--- src/pkg/fuse_cfg_pkg.sv ---
package fuse_cfg_pkg;

  // Register offsets, one byte each
  localparam logic [3:0] OFS_SYS_CFG0     = 4'h5;
  localparam logic [3:0] OFS_STARTUP      = 4'h6;
  localparam logic [3:0] OFS_APP_END      = 4'h7;
  localparam logic [3:0] OFS_BOOT_END     = 4'h8;
  localparam logic [3:0] OFS_STATUS       = 4'hf;

  // Field positions in system_config_byte_zero
  localparam int REGION_LSB   = 6;
  localparam int RST_PIN_BIT  = 3;
  localparam int EE_KEEP_BIT  = 0;
  // Field position in system_config_byte_one
  localparam int DELAY_LSB    = 0;

  // Status register bits
  localparam int ST_RUN_BIT   = 0;
  localparam int ST_DONE_BIT  = 1;
  localparam int ST_FAIL_BIT  = 2;
  localparam int ST_LOCK_BIT  = 3;
  localparam int ST_WR_BIT    = 4;

  localparam logic [7:0] BYTE_ZERO = 8'h00;
  localparam int BLOCK_BYTES  = 256;

  // Timing
  localparam int CLK_PERIOD_NS = 100;
  localparam int MS_NS         = 1000000;
  localparam int CYCLES_PER_MS = MS_NS / CLK_PERIOD_NS;

  typedef enum logic [1:0] {
    REGION_FLASH,
    REGION_BOOT,
    REGION_BOOT_AND_APP,
    REGION_NONE
  } region_e;

  typedef enum logic [1:0] {
    SECT_BOOT,
    SECT_APP_CODE,
    SECT_APP_DATA
  } section_e;

  typedef struct packed {
    logic [7:0] system_config_byte_zero;
    logic [7:0] system_config_byte_one;
    logic [7:0] app_code_end_field;
    logic [7:0] boot_end_field;
  } fuse_bytes_s;

  // Boot boundary in blocks; zero means whole flash
  function automatic logic [8:0] boot_limit(input logic [7:0] boot_end, input logic [8:0] top);
    boot_limit = (boot_end == BYTE_ZERO) ? top : {1'b0, boot_end};
  endfunction

  // App code boundary in blocks
  function automatic logic [8:0] app_limit(input logic [7:0] boot_end, input logic [7:0] app_end,
                                           input logic [8:0] top);
    if (boot_end == BYTE_ZERO || app_end == BYTE_ZERO) begin
      app_limit = top;
    end else begin
      app_limit = {1'b0, app_end};
    end
  endfunction

  // Powers of two from one ms, code zero gives no wait
  function automatic logic [31:0] delay_cycles(input logic [2:0] code, input logic [31:0] per_ms);
    delay_cycles = (code == 3'h0) ? 32'h0 : (per_ms << (code - 3'h1));
  endfunction

endpackage

--- src/core/fuse_system_config_decode.sv ---
// Design decision made here: the address-and-strobe port.
module fuse_system_config_decode #(
  parameter int          FLASH_BLOCKS  = 192,
  parameter logic [31:0] CYCLES_PER_MS = 32'(fuse_cfg_pkg::CYCLES_PER_MS)
) (
  input  wire logic                      clk_i,
  input  wire logic                      reset_n_i,
  input  wire fuse_cfg_pkg::fuse_bytes_s fuse_i,
  input  wire logic                      fuse_valid_i,
  input  wire logic                      device_locked_i,
  input  wire logic                      chip_erase_i,
  input  wire logic                      check_done_i,
  input  wire logic                      check_ok_i,
  input  wire logic [3:0]                reg_addr_i,
  input  wire logic [7:0]                reg_wdata_i,
  input  wire logic                      reg_we_i,
  input  wire logic                      reg_re_i,
  input  wire logic [15:0]               fetch_addr_i,
  output logic [7:0]                     reg_rdata_o,
  output fuse_cfg_pkg::section_e         fetch_section_o,
  output logic [8:0]                     boot_limit_o,
  output logic [8:0]                     app_limit_o,
  output logic                           reset_pin_is_reset_o,
  output logic                           eeprom_erase_o,
  output logic                           flash_erase_o,
  output logic                           check_start_o,
  output logic [8:0]                     check_blocks_o,
  output logic                           config_valid_o,
  output logic                           cpu_run_o
);

  // Flash size in 256-byte blocks
  localparam logic [8:0] TOP = 9'(FLASH_BLOCKS);

  // End bytes past the top of flash are held to the top
  function automatic logic [8:0] clamp_top(input logic [8:0] lim);
    clamp_top = (lim > TOP) ? TOP : lim;
  endfunction

  // App end at or below boot end leaves no code section; boot alone is checked
  function automatic logic [8:0] code_top(input logic [8:0] boot, input logic [8:0] app);
    code_top = (app > boot) ? app : boot;
  endfunction

  // Start-up order: load, wait, check, then run or halt
  typedef enum logic [2:0] {
    ST_LOAD,
    ST_DELAY,
    ST_CHECK_REQ,
    ST_CHECK_WAIT,
    ST_RUN,
    ST_HALT
  } state_e;

  // Latched fuse image
  fuse_cfg_pkg::fuse_bytes_s fuse;
  fuse_cfg_pkg::fuse_bytes_s next_fuse;
  logic                      loaded;
  logic                      next_loaded;
  logic [8:0]                boot_lim;
  logic [8:0]                next_boot_lim;
  logic [8:0]                app_lim;
  logic [8:0]                next_app_lim;
  logic                      rst_pin;
  logic                      next_rst_pin;

  // Values worked out for the load edge
  logic [8:0]                load_boot_lim;
  logic [8:0]                load_app_lim;
  logic [31:0]               load_wait;

  // Start-up sequence
  state_e                    state;
  state_e                    next_state;
  logic [31:0]               wait_cnt;
  logic [31:0]               next_wait_cnt;
  logic                      start;
  logic                      next_start;
  logic [8:0]                check_blocks;
  logic [8:0]                next_check_blocks;
  logic                      check_fail;
  logic                      next_check_fail;
  logic                      check_done;
  logic                      next_check_done;
  logic                      run;
  logic                      next_run;

  // Erase handling
  logic                      ee_erase;
  logic                      next_ee_erase;
  logic                      fl_erase;
  logic                      next_fl_erase;

  // Register port
  logic [7:0]                rdata;
  logic [7:0]                next_rdata;
  logic                      wr_seen;
  logic                      next_wr_seen;

  fuse_cfg_pkg::region_e     region;
  logic [2:0]                delay_code;
  logic                      ee_keep;
  logic [7:0]                status;

  // Region code decides the check span
  assign region     = fuse_cfg_pkg::region_e'(fuse.system_config_byte_zero[fuse_cfg_pkg::REGION_LSB +: 2]);
  assign delay_code = fuse.system_config_byte_one[fuse_cfg_pkg::DELAY_LSB +: 3];
  assign ee_keep    = fuse.system_config_byte_zero[fuse_cfg_pkg::EE_KEEP_BIT];

  // Taken from the incoming bytes so the image and limits land on one edge
  assign load_boot_lim = clamp_top(fuse_cfg_pkg::boot_limit(fuse_i.boot_end_field, TOP));
  assign load_app_lim  = clamp_top(fuse_cfg_pkg::app_limit(fuse_i.boot_end_field,
                                                           fuse_i.app_code_end_field, TOP));
  assign load_wait     = fuse_cfg_pkg::delay_cycles(
                           fuse_i.system_config_byte_one[fuse_cfg_pkg::DELAY_LSB +: 3], CYCLES_PER_MS);

  // Fuse image group
  always_comb begin
    next_fuse     = fuse;
    next_loaded   = loaded;
    next_boot_lim = boot_lim;
    next_app_lim  = app_lim;
    next_rst_pin  = rst_pin;
    // Captured once; later changes of the source are ignored
    if (state == ST_LOAD && fuse_valid_i) begin
      next_fuse     = fuse_i;
      next_loaded   = 1'b1;
      next_boot_lim = load_boot_lim;
      next_app_lim  = load_app_lim;
      next_rst_pin  = fuse_i.system_config_byte_zero[fuse_cfg_pkg::RST_PIN_BIT];
    end
  end

  // Reset clears the image only; programmed defaults come from the source
  always_ff @(posedge clk_i) begin
    if (!reset_n_i) begin
      fuse     <= '0;
      loaded   <= 1'b0;
      boot_lim <= '0;
      app_lim  <= '0;
      rst_pin  <= 1'b0;
    end else begin
      fuse     <= next_fuse;
      loaded   <= next_loaded;
      boot_lim <= next_boot_lim;
      app_lim  <= next_app_lim;
      rst_pin  <= next_rst_pin;
    end
  end

  // Start-up sequence group
  always_comb begin
    next_state        = state;
    next_wait_cnt     = wait_cnt;
    next_start        = 1'b0;
    next_check_blocks = check_blocks;
    next_check_fail   = check_fail;
    next_check_done   = check_done;
    case (state)
      ST_LOAD: begin
        if (fuse_valid_i) begin
          next_wait_cnt = load_wait;
          next_state    = ST_DELAY;
        end
      end
      ST_DELAY: begin
        if (wait_cnt == 32'h0) begin
          next_state = ST_CHECK_REQ;
        end else begin
          next_wait_cnt = wait_cnt - 32'h1;
        end
      end
      ST_CHECK_REQ: begin
        case (region)
          fuse_cfg_pkg::REGION_FLASH: begin
            next_check_blocks = TOP;
            next_start        = 1'b1;
            next_state        = ST_CHECK_WAIT;
          end
          fuse_cfg_pkg::REGION_BOOT: begin
            next_check_blocks = boot_lim;
            next_start        = 1'b1;
            next_state        = ST_CHECK_WAIT;
          end
          fuse_cfg_pkg::REGION_BOOT_AND_APP: begin
            next_check_blocks = code_top(boot_lim, app_lim);
            next_start        = 1'b1;
            next_state        = ST_CHECK_WAIT;
          end
          default: begin
            next_check_blocks = 9'h0;
            next_state        = ST_RUN;
          end
        endcase
      end
      ST_CHECK_WAIT: begin
        // Execution waits until the checker answers
        if (check_done_i) begin
          next_check_done = 1'b1;
          next_check_fail = !check_ok_i;
          next_state      = check_ok_i ? ST_RUN : ST_HALT;
        end
      end
      ST_RUN: begin
        next_state = ST_RUN;
      end
      ST_HALT: begin
        // Bad image never runs; only a new reset leaves
        next_state = ST_HALT;
      end
      default: begin
        next_state = ST_LOAD;
      end
    endcase
    // Registered so the run level comes straight from a flop
    next_run = (next_state == ST_RUN);
  end

  always_ff @(posedge clk_i) begin
    if (!reset_n_i) begin
      state        <= ST_LOAD;
      wait_cnt     <= '0;
      start        <= 1'b0;
      check_blocks <= '0;
      check_fail   <= 1'b0;
      check_done   <= 1'b0;
      run          <= 1'b0;
    end else begin
      state        <= next_state;
      wait_cnt     <= next_wait_cnt;
      start        <= next_start;
      check_blocks <= next_check_blocks;
      check_fail   <= next_check_fail;
      check_done   <= next_check_done;
      run          <= next_run;
    end
  end

  // Erase group
  always_comb begin
    next_ee_erase = 1'b0;
    next_fl_erase = 1'b0;
    // Before the image is loaded the keep bit is unknown, so erase is held off
    if (chip_erase_i && loaded) begin
      next_fl_erase = 1'b1;
      // Lock is taken live, so a lock set after load still wins
      if (device_locked_i) begin
        next_ee_erase = 1'b1;
      end else begin
        next_ee_erase = !ee_keep;
      end
    end
  end

  always_ff @(posedge clk_i) begin
    if (!reset_n_i) begin
      ee_erase <= 1'b0;
      fl_erase <= 1'b0;
    end else begin
      ee_erase <= next_ee_erase;
      fl_erase <= next_fl_erase;
    end
  end

  // Register port group
  always_comb begin
    status = 8'h0;
    // Lock bit follows the pin, unlike the latched image
    status[fuse_cfg_pkg::ST_RUN_BIT]  = run;
    status[fuse_cfg_pkg::ST_DONE_BIT] = check_done;
    status[fuse_cfg_pkg::ST_FAIL_BIT] = check_fail;
    status[fuse_cfg_pkg::ST_LOCK_BIT] = device_locked_i;
    status[fuse_cfg_pkg::ST_WR_BIT]   = wr_seen;
  end

  always_comb begin
    next_rdata   = 8'h0;
    next_wr_seen = wr_seen;
    if (reg_re_i) begin
      case (reg_addr_i)
        fuse_cfg_pkg::OFS_SYS_CFG0: next_rdata = fuse.system_config_byte_zero;
        fuse_cfg_pkg::OFS_STARTUP:  next_rdata = {5'h0, delay_code};
        fuse_cfg_pkg::OFS_APP_END:  next_rdata = fuse.app_code_end_field;
        fuse_cfg_pkg::OFS_BOOT_END: next_rdata = fuse.boot_end_field;
        fuse_cfg_pkg::OFS_STATUS: begin
          next_rdata   = status;
          next_wr_seen = 1'b0;
        end
        default: next_rdata = 8'h0;
      endcase
    end
    // Writes never reach the image; a new write beats the read clear
    if (reg_we_i) begin
      next_wr_seen = 1'b1;
    end
  end

  always_ff @(posedge clk_i) begin
    if (!reset_n_i) begin
      rdata   <= 8'h0;
      wr_seen <= 1'b0;
    end else begin
      rdata   <= next_rdata;
      wr_seen <= next_wr_seen;
    end
  end

  fuse_section_map u_section_map (
    .clk_i      (clk_i),
    .reset_n_i  (reset_n_i),
    .block_i    (fetch_addr_i[15:8]),
    .boot_lim_i (boot_lim),
    .app_lim_i  (app_lim),
    .section_o  (fetch_section_o)
  );

  assign reg_rdata_o          = rdata;
  assign boot_limit_o         = boot_lim;
  assign app_limit_o          = app_lim;
  assign reset_pin_is_reset_o = rst_pin;
  assign eeprom_erase_o       = ee_erase;
  assign flash_erase_o        = fl_erase;
  assign check_start_o        = start;
  assign check_blocks_o       = check_blocks;
  assign config_valid_o       = loaded;
  assign cpu_run_o            = run;

endmodule // fuse_system_config_decode

--- src/core/fuse_section_map.sv ---
module fuse_section_map (
  input  wire logic                  clk_i,
  input  wire logic                  reset_n_i,
  input  wire logic [7:0]            block_i,
  input  wire logic [8:0]            boot_lim_i,
  input  wire logic [8:0]            app_lim_i,
  output fuse_cfg_pkg::section_e     section_o
);

  fuse_cfg_pkg::section_e section;
  fuse_cfg_pkg::section_e next_section;

  always_comb begin
    if ({1'b0, block_i} < boot_lim_i) begin
      next_section = fuse_cfg_pkg::SECT_BOOT;
    end else if ({1'b0, block_i} < app_lim_i) begin
      next_section = fuse_cfg_pkg::SECT_APP_CODE;
    end else begin
      next_section = fuse_cfg_pkg::SECT_APP_DATA;
    end
  end

  always_ff @(posedge clk_i) begin
    if (!reset_n_i) begin
      section <= fuse_cfg_pkg::SECT_BOOT;
    end else begin
      section <= next_section;
    end
  end

  assign section_o = section;

endmodule // fuse_section_map

--- config.mk ---
export PLATFORM = sky130hd
export DESIGN_NAME = fuse_system_config_decode
export DESIGN_NICKNAME = d
export VERILOG_FILES = /design/src/pkg/fuse_cfg_pkg.sv /design/src/core/fuse_system_config_decode.sv /design/src/core/fuse_section_map.sv
export SDC_FILE = /design/constraint.sdc
export NUM_CORES = 1
export LEC_CHECK = 0
export BUFFER_PORTS_ARGS = -buffer_cell sky130_fd_sc_hd__buf_2
export CAP_MARGIN = 15
export CELL_PAD_IN_SITES_DETAIL_PLACEMENT = 1
export CELL_PAD_IN_SITES_GLOBAL_PLACEMENT = 1
export CORE_MARGIN = 5
export CORE_UTILIZATION = 40
export CTS_CLUSTER_DIAMETER = 200
export DETAILED_ROUTE_END_ITERATION = 10
export GPL_TIMING_DRIVEN = 0
export PLACE_DENSITY_LB_ADDON = 0.1
export SLEW_MARGIN = 20
export SYNTH_ARGS = -nofsm -noshare
export SYNTH_HDL_FRONTEND = slang
export SYNTH_SLANG_ARGS = --single-unit
--- constraint.sdc ---
create_clock -name clk_i -period 4.15 [get_ports clk_i]
set_clock_uncertainty 0.2 [all_clocks]
set_input_delay 0.83 -clock clk_i [delete_from_list [all_inputs] [get_ports clk_i]]
set_output_delay 0.83 -clock clk_i [all_outputs]
set_load 0.1 [all_outputs]
==> results.json <==
{
  "synth-compound-area-share_pct": 24.45,
  "min_period_over_period_pct": 80.46,
  "power_leakage_uw": 0.002668,
  "synth_ff_type": "dfxtp_1",
  "insertion_delay_ps": 350,
  "yosysTopAreaCellShare_pct": 37.84,
  "status": "finished, final reports clean",
  "syn2layout_area_growth_pct": 16.99,
  "min_to": "fuse[10]",
  "synth_xor_area_share_pct": 0.4776,
  "avgViaCountPerCell": 5.805,
  "top_layer_used": "met4",
  "synthMuxAreaShare_pct": 1.706,
  "worstSetupEndpointType": "flop",
  "r2r_end": "state[0]",
  "drcViolationCount": 0,
  "grt_antenna_before_repair": 0,
  "cts_resized": 0,
  "vias": 5584,
  "met1_length_um": 8738,
  "synth_cell_type_count": 67,
  "slew_headroom_pct": 42.18,
  "cts_made_buffers": 9,
  "setup_viol": 0,
  "hold_viol_final": 0,
  "hold_depth": 2,
  "grt_overflow_total": 0,
  "tns_ps": 0,
  "die_area_um2": 16200,
  "async_flop_share_pct": 0,
  "grt_setup_unrepaired": "false",
  "cts-root-buf": "clkbuf_16",
  "crit_arrival_ps": 3380,
  "synth.avg_cell_area_um2": 8.031,
  "slew_violations": 0,
  "cap_viol_max_count": 0,
  "hold_class": "reg2reg",
  "r2r-start": "wait_cnt[7]",
  "die_h_um": 127.3,
  "drtIter0Drc": 392,
  "cp-start-kind": "flop",
  "max_freq_mhz": 299.5,
  "synth-seq-cells": 104,
  "diodes": 0,
  "fin_crit_ps": 3339,
  "synth_cells": 685,
  "fin_area_um2": 6436,
  "grt.total_usage_pct": 23.21,
  "synth_edf_count": 0,
  "post_cts_buffers": 0,
  "pin_count": 112,
  "netlist_area_um2": 5502,
  "worstSetupPathType": "reg2reg",
  "synth.most_common_cell": "nand2_1",
  "cts.reportedPaths.clkPinSlew_ps": 70,
  "synth.area.top_cells": "dfxtp_1 38%, nand2_1 8.2%, ha_1 7.1%",
  "wl_per_cell_um": 19.56,
  "cts_sinks": 104,
  "multi_input_area_um2": 3158,
  "num_rows": 42,
  "fill_cells": 1701,
  "fp.coreArea_um2": 13350,
  "initial_core_util_pct": 41.22,
  "grt_pass1_wl_um": 30040,
  "regArea_um2": 2082,
  "drive_gt1_share_pct": 16.28,
  "dr_wl_met3_um": 1071,
  "synth_top_family_by_area": "compound AO/OA/AOI/OAI gates",
  "die_w_um": 127.3,
  "tightest_slew_ps": 865.2,
  "ys_warn_count": 0,
  "worstPathRequired_ps": 4190,
  "synth_top_area_cell": "dfxtp_1",
  "nets": 882,
  "gp_congestion": 0.8993,
  "clock_path_buffers": 2,
  "yosys.area_share.adder_pct": 7.050,
  "p_per_area_nw_per_um2": 752.4,
  "netlist_top_cells_count": "120 x nand2_1, 104 x dfxtp_1, 48 x nor2_1",
  "grt_start_max_net_pins": 18,
  "place_area_um2": 6150,
  "wl_um": 18820,
  "peakVddDrop_uv": 401.0,
  "first_global_vias": 5627,
  "dr_wl_met2_um": 8716,
  "synth-simple-area-share_pct": 23.38,
  "r2r_slack_ps": 810,
  "cts_tree": "built",
  "hold_buffers": 0,
  "path_max_fanout": 10,
  "h-tree-depth": 3,
  "hp-start": "fuse[10]",
  "dr.pass1.iters": 5,
  "portBuffers": 84,
  "hpwl_um": 14530,
  "synth_seq_area_share_pct": 37.84,
  "reg2regPathDepth": 8,
  "antenna_left": 0
}
## critical path: stages (launching register included)
cell and delay [ps]:
dfxtp_1 390, nor4_1 610, and4_1 390, nand4_1 370
a21oi_1 400, clkbuf_2 280, buf_2 290, a21oi_1 120
o21a_1 190
## power by group
part / internal [uW] / switching, uW / leakage, uW / total, uW
Combinational: 776 / 1830 / 0.00168 / 2600
Sequential: 1220 / 189 / 0.000849 / 1410
Clock: 426 / 402 / 0.000139 / 828
## layout make-up
type,count,area share (%)
plain buffers,39,2.663
well taps,176,3.421
clock buffers,10,3.713
flip-flops and latches,104,32.35
repair buffers,84,6.532
inverters,28,1.633
multi-input cells,516,49.07
clock inverters,5,0.6221
## registers in the layout (all words and copies together), names as in the netlist, 2 cells and up
signal	flops
app_limit_o	8
boot_limit_o	8
check_blocks_o	8
delay_code	3
fuse	23
reg_rdata_o	8
state	3
u_section_map.section_o	2
wait_cnt	32
## worst max path at each step
stage | slack, ps | cells past startpoint | endpoint | from
after floorplan | 950 | 8 | check_blocks_o[0] | boot_limit_o[2]
after global placement | 880 | 9 | state[0] | wait_cnt[2]
after detailed placement | 870 | 9 | state[0] | wait_cnt[2]
after CTS | 850 | 9 | state[0] | wait_cnt[2]
after global routing | 590 | 8 | wait_cnt[20] | wait_cnt[7]
final | 810 | 8 | state[0] | wait_cnt[7]
## cells in the final DEF, fill, tap and decap left out, types with 3 or more instances in the layout
master and instances:
and3_1 9, o211ai_1 7, inv_1 28, mux2_2 3, nand3_1 14, a31oi_1 10, a22oi_1 6, nand2b_1 4
or2_2 3, buf_2 85, nor3b_1 5, nor3_1 8, nor2b_1 6, conb_1 3, and2_1 4, a21o_1 5
ha_1 31, clkbuf_16 9, clkbuf_1 31, or4_1 9, buf_4 4, nand4_1 5, o21ai_0 43, o22ai_1 5
or3_2 4, a22o_1 4, a221oi_1 4, a21boi_0 36, mux2i_1 6, o21a_1 11, dfxtp_1 104, nand2_1 120
a31o_2 6, nor2_1 48, xor2_1 3, nor4_1 6, or3_1 11, a21oi_1 39
## routing by layer
metal | global-route usage [%] | vias up
met3 | 3.673 | 27
met1 | 32.15 | 2741
met4 | 5.615 | 0
met2 | 37.94 | 171
met5 | 0 | -
li1 | - | 2645
## logic make-up (layout without fill, tap and decap cells)
| logic type | count (synthesis) | after routing |
|---|---|---|
| xor+xnor | 3 | 3 |
| other cells | 1 | 3 |
| simple gates | 268 | 268 |
| buf+inv | 67 | 166 |
| fa+ha+maj | 31 | 31 |
| mux | 9 | 9 |
| flops | 104 | 104 |
| compound gates | 202 | 202 |
## through the flow
stage	hold WS, ps	std cells	utilization (%)	worst slack, ps	power [uW]
after floorplan	235.1	687	-	946.2	3262
after global placement	250.8	947	46.07	879.9	3899
after detailed placement	257.3	947	46.07	870.9	3981
after CTS	275.4	962	48.16	848.8	4833
after global routing	298.0	962	48.22	593.2	5179
final	272.9	962	48.22	811.0	4843
(Power assumes the default switching activity.)
